**src/sync_coast_pkg.sv**
```systemverilog
// constants for the sync input, hold and pixel clock control block
package sync_coast_pkg;
	// register indices; byte address is four times the index
	localparam logic [5:0] IDX_HSYNC  = 6'h12;
	localparam logic [5:0] IDX_COAST  = 6'h18;
	localparam logic [5:0] IDX_SLICE  = 6'h1d;
	localparam logic [5:0] IDX_SLEEP  = 6'h26;
	localparam logic [5:0] IDX_CLKCFG = 6'h30;
	localparam logic [5:0] IDX_THRESH = 6'h31;
	localparam logic [5:0] IDX_STATUS = 6'h32;
	// field positions
	localparam int HS_LSB     = 4;
	localparam int COAST_LSB  = 5;
	localparam int SLICE_LSB  = 0;
	localparam int SLEEP_LSB  = 1;
	localparam int EXT_BIT    = 0;
	localparam int DIV_LSB    = 8;
	localparam int DIV_W      = 8;
	localparam int THR_W      = 6;
	// reset values
	localparam logic [1:0]       HS_RST    = 2'h0;
	localparam logic [1:0]       COAST_RST = 2'h1;
	localparam logic [1:0]       SLICE_RST = 2'h0;
	localparam logic [1:0]       SLEEP_RST = 2'h0;
	localparam logic [DIV_W-1:0] DIV_RST   = 8'h04;
	// threshold in millivolts, code is millivolts over step
	localparam int THR_STEP_MV = 10;
	localparam int THR_MIN_MV  = 10;
	localparam int THR_MAX_MV  = 330;
	localparam int THR_DEF_MV  = 150;
	localparam logic [THR_W-1:0] THR_MIN = THR_W'(THR_MIN_MV / THR_STEP_MV);
	localparam logic [THR_W-1:0] THR_MAX = THR_W'(THR_MAX_MV / THR_STEP_MV);
	localparam logic [THR_W-1:0] THR_DEF = THR_W'(THR_DEF_MV / THR_STEP_MV);
	// slicer output choices
	localparam logic [1:0] SEL_RAW_SOG = 2'h0;
	localparam logic [1:0] SEL_RAW_HS  = 2'h1;
	localparam logic [1:0] SEL_REGEN   = 2'h2;
	localparam logic [1:0] SEL_FILT    = 2'h3;
	// sync glitch filter length in samples
	localparam int FILT_LEN = 3;
	localparam int PER_W    = 20;
endpackage

```
**src/pix_gen.sv**
```systemverilog
// line-locked pixel clock generator with hold (free-run) support
`timescale 1ns/1ps
module pix_gen #(
	parameter int DW = sync_coast_pkg::DIV_W,
	parameter int PW = sync_coast_pkg::PER_W
) (
	input  wire logic          clk_i,
	input  wire logic          arst_n_i,
	input  wire logic          edge_i,
	input  wire logic          coast_i,
	input  wire logic [DW-1:0] div_i,
	output logic               pix_o,
	output logic               line_o,
	output logic               locked_o
);
	logic [DW-1:0] div_hold_r;
	logic [DW-1:0] ph_r;
	logic [PW-1:0] cnt_r;
	logic [PW-1:0] per_r;
	logic          track;

	// elaboration check: the phase and period counters need at least these widths
	if (DW < 2 || PW < 4)
	begin : g_width_check
		$error("pix_gen widths too small");
	end

	// hold blocks tracking; edges seen during hold are dropped
	assign track = edge_i && !coast_i;

	// rate is frozen at the value held when hold began
	always_ff @(posedge clk_i or negedge arst_n_i)
		if (!arst_n_i)
			div_hold_r <= DW'(sync_coast_pkg::DIV_RST);
		else if (!coast_i)
			div_hold_r <= div_i;

	// half-period counter, realigned to each tracked edge
	always_ff @(posedge clk_i or negedge arst_n_i)
		if (!arst_n_i)
		begin
			ph_r  <= '0;
			pix_o <= 1'b0;
		end
		else if (track)
		begin
			ph_r  <= '0;
			pix_o <= 1'b1;
		end
		else if (ph_r >= div_hold_r - DW'(1))
		begin
			ph_r  <= '0;
			pix_o <= ~pix_o;
		end
		else
			ph_r <= ph_r + DW'(1);

	// line period measure; while holding, line starts are predicted from it
	always_ff @(posedge clk_i or negedge arst_n_i)
		if (!arst_n_i)
		begin
			cnt_r    <= '0;
			per_r    <= '0;
			line_o   <= 1'b0;
			locked_o <= 1'b0;
		end
		else if (track)
		begin
			per_r    <= cnt_r + PW'(1);
			cnt_r    <= '0;
			line_o   <= 1'b1;
			locked_o <= 1'b1;
		end
		else if (coast_i && locked_o && cnt_r + PW'(1) >= per_r)
		begin
			cnt_r  <= '0;
			line_o <= 1'b1;
		end
		else
		begin
			line_o <= 1'b0;
			if (~&cnt_r)
				cnt_r <= cnt_r + PW'(1); // saturate on a lost sync
		end
endmodule

```
**src/sync_coast_ctrl.sv**
```systemverilog
// sync conditioning, hold and pixel clock source control with wishbone registers
//
// Design decisions made here: the placing of the registers and the Wishbone register port.
`timescale 1ns/1ps
module sync_coast_ctrl (
	input  wire logic        CLK_I,
	input  wire logic        ARST_N_I,
	input  wire logic        CYC_I,
	input  wire logic        STB_I,
	input  wire logic        WE_I,
	input  wire logic [7:0]  ADR_I,
	input  wire logic [3:0]  SEL_I,
	input  wire logic [31:0] DAT_I,
	output logic      [31:0] DAT_O,
	output logic             ACK_O,
	input  wire logic        HORIZ_SYNC_IN_A_I,
	input  wire logic        EXT_CLOCK_OR_HOLD_PIN_I,
	input  wire logic        GREEN_SYNC_CMP_I,
	input  wire logic        SLEEP_TRISTATE_PIN_I,
	output logic             PIXEL_CLK_O,
	output logic             REGEN_HSYNC_O,
	output logic             SLICER_OUT_O,
	output logic      [5:0]  SOG_THRESH_O,
	output logic             POWER_DOWN_O,
	output logic             OUT_TRISTATE_O,
	output logic             COASTING_O
);
	localparam int TW = sync_coast_pkg::THR_W;
	localparam int DW = sync_coast_pkg::DIV_W;

	logic [3:0]    sync1_r;
	logic [3:0]    sync2_r;
	logic          hs_s, pin_s, sog_s, slp_s;
	logic          hs_d_r;
	logic          lead_edge;
	logic [sync_coast_pkg::FILT_LEN-1:0] filt_sh_r;
	logic          hs_filt_r;
	logic [1:0]    hs_cfg_r, coast_cfg_r, slice_cfg_r, sleep_cfg_r;
	logic          ext_sel_r;
	logic [DW-1:0] div_r;
	logic          coast_act;
	logic          wr, rd_ok;
	logic [5:0]    idx;
	logic [31:0]   rd_nxt;
	logic          gen_pix, gen_line, gen_locked;
	logic          slice_nxt, sleep_act;
	logic          wrote_coast_r, wrote_thr_r;
	logic [31:0]   wr_word;

	// byte-lane merge for partial writes
	function automatic logic [31:0] lane_merge(input logic [31:0] old_v,
		input logic [31:0] new_v, input logic [3:0] sel);
		logic [31:0] res;
		res = old_v;
		for (int b = 0; b < 4; b++)
			if (sel[b])
				res[8*b +: 8] = new_v[8*b +: 8];
		return res;
	endfunction

	// pins cross into the clock domain through two flops; only stage two is read
	always_ff @(posedge CLK_I or negedge ARST_N_I)
		if (!ARST_N_I)
		begin
			sync1_r <= 4'h0;
			sync2_r <= 4'h0;
		end
		else
		begin
			sync1_r <= {SLEEP_TRISTATE_PIN_I, GREEN_SYNC_CMP_I,
				EXT_CLOCK_OR_HOLD_PIN_I, HORIZ_SYNC_IN_A_I};
			sync2_r <= sync1_r;
		end

	assign hs_s  = sync2_r[0];
	assign pin_s = sync2_r[1];
	assign sog_s = sync2_r[2];
	assign slp_s = sync2_r[3];

	// leading edge only; trailing edge is ignored
	always_ff @(posedge CLK_I or negedge ARST_N_I)
		if (!ARST_N_I)
			hs_d_r <= 1'b0;
		else
			hs_d_r <= hs_s;
	assign lead_edge = hs_cfg_r[0] ? (hs_s && !hs_d_r) : (!hs_s && hs_d_r);

	// glitch filter: level changes only after all samples agree
	always_ff @(posedge CLK_I or negedge ARST_N_I)
		if (!ARST_N_I)
		begin
			filt_sh_r <= '0;
			hs_filt_r <= 1'b0;
		end
		else
		begin
			filt_sh_r <= {filt_sh_r[sync_coast_pkg::FILT_LEN-2:0], hs_s};
			if (&filt_sh_r)
				hs_filt_r <= 1'b1;
			else if (~|filt_sh_r)
				hs_filt_r <= 1'b0;
		end

	// hold sense from the polarity bit; bit 6 forces hold from software.
	// the hold path reads the pin whatever the clock source is
	assign coast_act = coast_cfg_r[1] || (pin_s == coast_cfg_r[0]);

	pix_gen #(
		.DW (DW),
		.PW (sync_coast_pkg::PER_W)
	) u_gen (
		.clk_i    (CLK_I),
		.arst_n_i (ARST_N_I),
		.edge_i   (lead_edge),
		.coast_i  (coast_act),
		.div_i    (div_r),
		.pix_o    (gen_pix),
		.line_o   (gen_line),
		.locked_o (gen_locked)
	);

	// slicer source select
	always_comb
		unique case (slice_cfg_r)
			sync_coast_pkg::SEL_RAW_SOG: slice_nxt = sog_s;
			sync_coast_pkg::SEL_RAW_HS:  slice_nxt = hs_s;
			sync_coast_pkg::SEL_REGEN:   slice_nxt = gen_line;
			sync_coast_pkg::SEL_FILT:    slice_nxt = hs_filt_r;
		endcase

	// bit 2 gives the pin sense: 1 active high, 0 active low
	assign sleep_act = (slp_s == sleep_cfg_r[1]);

	// registered outputs; external clock only replaces the generated one
	always_ff @(posedge CLK_I or negedge ARST_N_I)
		if (!ARST_N_I)
		begin
			PIXEL_CLK_O    <= 1'b0;
			REGEN_HSYNC_O  <= 1'b0;
			SLICER_OUT_O   <= 1'b0;
			POWER_DOWN_O   <= 1'b0;
			OUT_TRISTATE_O <= 1'b0;
			COASTING_O     <= 1'b0;
		end
		else
		begin
			PIXEL_CLK_O    <= ext_sel_r ? pin_s : gen_pix;
			REGEN_HSYNC_O  <= gen_line;
			SLICER_OUT_O   <= slice_nxt;
			POWER_DOWN_O   <= sleep_act && !sleep_cfg_r[0];
			OUT_TRISTATE_O <= sleep_act && sleep_cfg_r[0];
			COASTING_O     <= coast_act;
		end

	// wishbone decode: single-cycle ack, dropped the cycle after
	assign idx = ADR_I[7:2];
	assign wr  = CYC_I && STB_I && WE_I && !ACK_O;
	// unselected byte lanes keep the current register contents
	assign wr_word = lane_merge(rd_nxt, DAT_I, SEL_I);

	// configuration writes; other addresses ignore writes
	always_ff @(posedge CLK_I or negedge ARST_N_I)
		if (!ARST_N_I)
		begin
			hs_cfg_r      <= sync_coast_pkg::HS_RST;
			coast_cfg_r   <= sync_coast_pkg::COAST_RST;
			slice_cfg_r   <= sync_coast_pkg::SLICE_RST;
			sleep_cfg_r   <= sync_coast_pkg::SLEEP_RST;
			ext_sel_r     <= 1'b0;
			div_r         <= sync_coast_pkg::DIV_RST;
			SOG_THRESH_O  <= sync_coast_pkg::THR_DEF;
			wrote_coast_r <= 1'b0;
			wrote_thr_r   <= 1'b0;
		end
		else if (wr)
		begin
			unique case (idx)
				sync_coast_pkg::IDX_HSYNC:
					hs_cfg_r <= wr_word[sync_coast_pkg::HS_LSB +: 2];
				sync_coast_pkg::IDX_COAST:
				begin
					coast_cfg_r   <= wr_word[sync_coast_pkg::COAST_LSB +: 2];
					wrote_coast_r <= 1'b1;
				end
				sync_coast_pkg::IDX_SLICE:
					slice_cfg_r <= wr_word[sync_coast_pkg::SLICE_LSB +: 2];
				sync_coast_pkg::IDX_SLEEP:
					sleep_cfg_r <= wr_word[sync_coast_pkg::SLEEP_LSB +: 2];
				sync_coast_pkg::IDX_CLKCFG:
				begin
					ext_sel_r <= wr_word[sync_coast_pkg::EXT_BIT];
					if (wr_word[sync_coast_pkg::DIV_LSB +: DW] != '0)
						div_r <= wr_word[sync_coast_pkg::DIV_LSB +: DW];
				end
				sync_coast_pkg::IDX_THRESH:
				begin
					wrote_thr_r <= 1'b1;
					if (wr_word[TW-1:0] >= sync_coast_pkg::THR_MIN
						&& wr_word[TW-1:0] <= sync_coast_pkg::THR_MAX)
						SOG_THRESH_O <= wr_word[TW-1:0];
				end
				default: ;
			endcase
		end

	// read mux; unmapped addresses read zero
	always_comb
	begin
		rd_nxt = 32'h0;
		rd_ok  = 1'b1;
		unique case (idx)
			sync_coast_pkg::IDX_HSYNC:  rd_nxt[sync_coast_pkg::HS_LSB +: 2]    = hs_cfg_r;
			sync_coast_pkg::IDX_COAST:  rd_nxt[sync_coast_pkg::COAST_LSB +: 2] = coast_cfg_r;
			sync_coast_pkg::IDX_SLICE:  rd_nxt[sync_coast_pkg::SLICE_LSB +: 2] = slice_cfg_r;
			sync_coast_pkg::IDX_SLEEP:  rd_nxt[sync_coast_pkg::SLEEP_LSB +: 2] = sleep_cfg_r;
			sync_coast_pkg::IDX_CLKCFG:
			begin
				rd_nxt[sync_coast_pkg::EXT_BIT]       = ext_sel_r;
				rd_nxt[sync_coast_pkg::DIV_LSB +: DW] = div_r;
			end
			sync_coast_pkg::IDX_THRESH: rd_nxt[TW-1:0] = SOG_THRESH_O;
			sync_coast_pkg::IDX_STATUS: rd_nxt[3:0] = {hs_filt_r, gen_locked,
				ext_sel_r, coast_act};
			default: rd_ok = 1'b0;
		endcase
	end

	// ack and read data are both registered
	always_ff @(posedge CLK_I or negedge ARST_N_I)
		if (!ARST_N_I)
		begin
			ACK_O <= 1'b0;
			DAT_O <= 32'h0;
		end
		else
		begin
			ACK_O <= CYC_I && STB_I && !ACK_O;
			DAT_O <= (CYC_I && STB_I && !WE_I && !ACK_O && rd_ok) ? rd_nxt : 32'h0;
		end
endmodule

```
**config.mk**
```make
export PLATFORM = sky130hd
export DESIGN_NAME = sync_coast_ctrl
export DESIGN_NICKNAME = d
export VERILOG_FILES = /design/src/sync_coast_pkg.sv /design/src/pix_gen.sv /design/src/sync_coast_ctrl.sv
export SDC_FILE = /design/constraint.sdc
export NUM_CORES = 1
export LEC_CHECK = 0
export BUFFER_PORTS_ARGS = -buffer_cell sky130_fd_sc_hd__clkbuf_2
export CELL_PAD_IN_SITES_DETAIL_PLACEMENT = 1
export CELL_PAD_IN_SITES_GLOBAL_PLACEMENT = 2
export CORE_ASPECT_RATIO = 1.75
export CORE_MARGIN = 1.5
export CORE_UTILIZATION = 39
export DETAILED_ROUTE_END_ITERATION = 7
export PLACE_DENSITY_LB_ADDON = 0.1
export REMOVE_ABC_BUFFERS = 1
export SLEW_MARGIN = 20
export SYNTH_ARGS = -nofsm -noshare
export SYNTH_HDL_FRONTEND = slang
export SYNTH_SLANG_ARGS = --single-unit
```
**constraint.sdc**
```tcl
create_clock -name CLK_I -period 5.3 [get_ports CLK_I]
set_input_delay 1.06 -clock CLK_I [delete_from_list [all_inputs] [get_ports CLK_I]]
set_output_delay 1.06 -clock CLK_I [all_outputs]
set_load 0.02 [all_outputs]
```
==> metrics.cfg <==
[route]
wl_mm = 14.1
dr.pass1.iters = 4
drc = 0
dr_total_vias = 4197
wl_per_cell_um = 17.2
ant_nets = 0
drtIter0Drc = 144
viasPerCell = 5.09

[die]
dieWidth_um = 95.3
rows = 58
initial_utilization = 0.402
dieArea_sq_um = 15700
die_h_um = 164
io-pin-count = 98
coreArea_sq_um = 14400

[global_routing]
overflow = 0
grt_usage = 0.198
grt_max_degree = 73
grt_pass1_vias = 4667
antenna_found_initial = 0
grt_pass1_wl_mm = 23.3

[clocking]
clk_latency_ns = 0.42
cts_tree = yes
clock_sinks = 116
cts_hold_buf = 0
cts_root_buf = clkbuf_16
post-cts-setup-buffer-count = 0
clock_path_buffers = 2
htree_levels = 4
cts_buffers = 17
cts_resized = 0
clk_pin_slew_ns = 0.06

[logic_synthesis]
yosys_warnings = 0
seq_area_frac_synth = 0.501
syn_inst = 565
syn-cell-area_sq_um = 5810
synth_edf_count = 0
synthFlopType = dfrtp_1
ys_types = 61
syn_avg_cell_area_sq_um = 10.3
ys_seq_elements = 116
synth_async_sr_flop_share = 1.00

[layout]
fin_util = 0.473
layout-drive-gt1-share = 0.214
antennaDiodeCount = 0
final_cell_mix = dfrtp_1, clkbuf_2, inv_1, nor2_1, a21oi_1
fin_nets = 715
final_area_sq_um = 6820
final_common_cell = dfrtp_1
final_cell_count_no_fill = 824
area_growth_pct = 17.5

[place]
dp.cells = 792
portBuffers = 59
dpl_cell_area_sq_um = 6230
globalplace.congestion = 0.799
dpl.hpwl_mm = 10.4

[timing]
fmax_mhz = 260
min_period_over_period = 0.725
max-slew-margin-rel = 0.323
drv_slew = 0
worstMarginPinSlew_ns = 1.01
setup_violations = 0
fin_crit_ns = 3.84
hold_violations = 0
fin_skew_ns = 0.00982
hold_ws_ns = 0.351
grt_setup_unrepaired = no
tns_ns = 0

[worst_setup_path]
critPathRequiredTime_ns = 5.56
r2r_setup_slack_ns = 1.46
worst-endpoint-arrival_ns = 4.10
cp-start-kind = flip-flop
path_class = flip-flop to flip-flop
end_kind = flip-flop
critPathMaxFanout = 21

[flow_run]
max-cap-violations = 0

[min_path]
hold_path_class = flip-flop to flip-flop

[power]
leakagePower_uw = 0.00347
power_density_nw_per_um2 = 402
ir_worst_vdd_uv = 222

[outcome]
status = complete, no violations

## cells by family after synthesis
group,count (synthesis),share of synthesized area
flops,116,0.501
mux,26,0.0519
buf+inv,89,0.0717
fa+ha+maj,31,0.0668
simple gates,172,0.155
xor+xnor,34,0.0513
other cells,1,0.000646
compound gates,96,0.101
## per-stage QoR
stage / power (uW) / setup WS [ns]
6_report: 2740 / 1.46
3_3_place_gp: 1600 / 1.47
3_5_place_dp: 1620 / 1.42
5_1_grt: 2920 / 1.11
2_1_floorplan: 1450 / 1.51
4_1_cts: 2790 / 1.40
## worst max-delay path: stages, from the launching register on
cell and delay [ns]:
dfrtp_1 0.43, nand4_1 0.21, nor3_1 0.48, and4_1 0.36
nand2_1 0.09, xor2_1 0.24, inv_1 0.07, ha_1 0.30
a21o_1 0.11, a21o_1 0.11, a21oi_1 0.11, nand2_1 0.09
a211oi_1 0.07, a211oi_4 0.88, nor2_1 0.11
## report_power, final
| part | switching (uW) | internal [uW] |
|---|---|---|
| sequential | 92.1 | 995 |
| combinational | 293 | 220 |
| clock | 436 | 708 |
## path summary, 6_finish.rpt
kind / from / to / cells after the start
setup / recovery: u_gen.cnt_r[2] / u_gen.cnt_r[1] / 14
hold / removal: sync1_r[0] / sync2_r[0] / 0
hold reg to reg: sync1_r[0] / sync2_r[0] / 0
max in group asynchronous: ARST_N_I / u_gen.ph_r[6] / 2
setup reg to reg: u_gen.cnt_r[2] / u_gen.cnt_r[1] / 14
min in group asynchronous: ARST_N_I / OUT_TRISTATE_O / 1
## registers in the layout, summed over array words and instances, names as in the netlist, 2 cells and up
name / count
u_gen.ph_r: 8
u_gen.div_hold_r: 8
DAT_O: 15
coast_cfg_r: 2
sleep_cfg_r: 2
slice_cfg_r: 2
hs_cfg_r: 2
sync2_r: 4
u_gen.per_r: 20
filt_sh_r: 3
div_r: 8
SOG_THRESH_O: 6
u_gen.cnt_r: 20
sync1_r: 4
## cells in the mapped netlist, types with 4 or more instances
master | n | area, sq um
mux2_2 | 21 | 236
inv_1 | 57 | 214
clkbuf_1 | 9 | 33.8
o21ai_0 | 11 | 55.1
nand4_1 | 7 | 43.8
buf_4 | 17 | 128
dfrtp_1 | 109 | 2730
a21o_1 | 10 | 75.1
nand2b_1 | 5 | 31.3
ha_1 | 31 | 388
nor3_1 | 7 | 35.0
and2_1 | 10 | 62.6
nor2_1 | 53 | 199
a211oi_1 | 4 | 30.0
dfstp_2 | 7 | 184
a22oi_1 | 4 | 30.0
nand3b_1 | 6 | 45.0
xnor2_1 | 18 | 158
nand3_1 | 16 | 80.1
nand2_1 | 39 | 146
a21oi_1 | 51 | 255
xor2_1 | 16 | 140
## metal layers
layer  up-vias  track usage  share of wire
met5         -            0              0
met2        76        0.366           0.57
li1       2012            -              -
met1      2091        0.212           0.38
met3        18       0.0465          0.032
met4         0       0.0746          0.020
## cell type report
cell class,instances,area (sq um)
fill,1637,7620
sequential,116,2910
multi-input combinational,376,2550
clock buffer,18,439
timing repair buffer,63,328
tap,180,225
inverter,57,214
clock inverter,14,154
(Power assumes the default switching activity.)
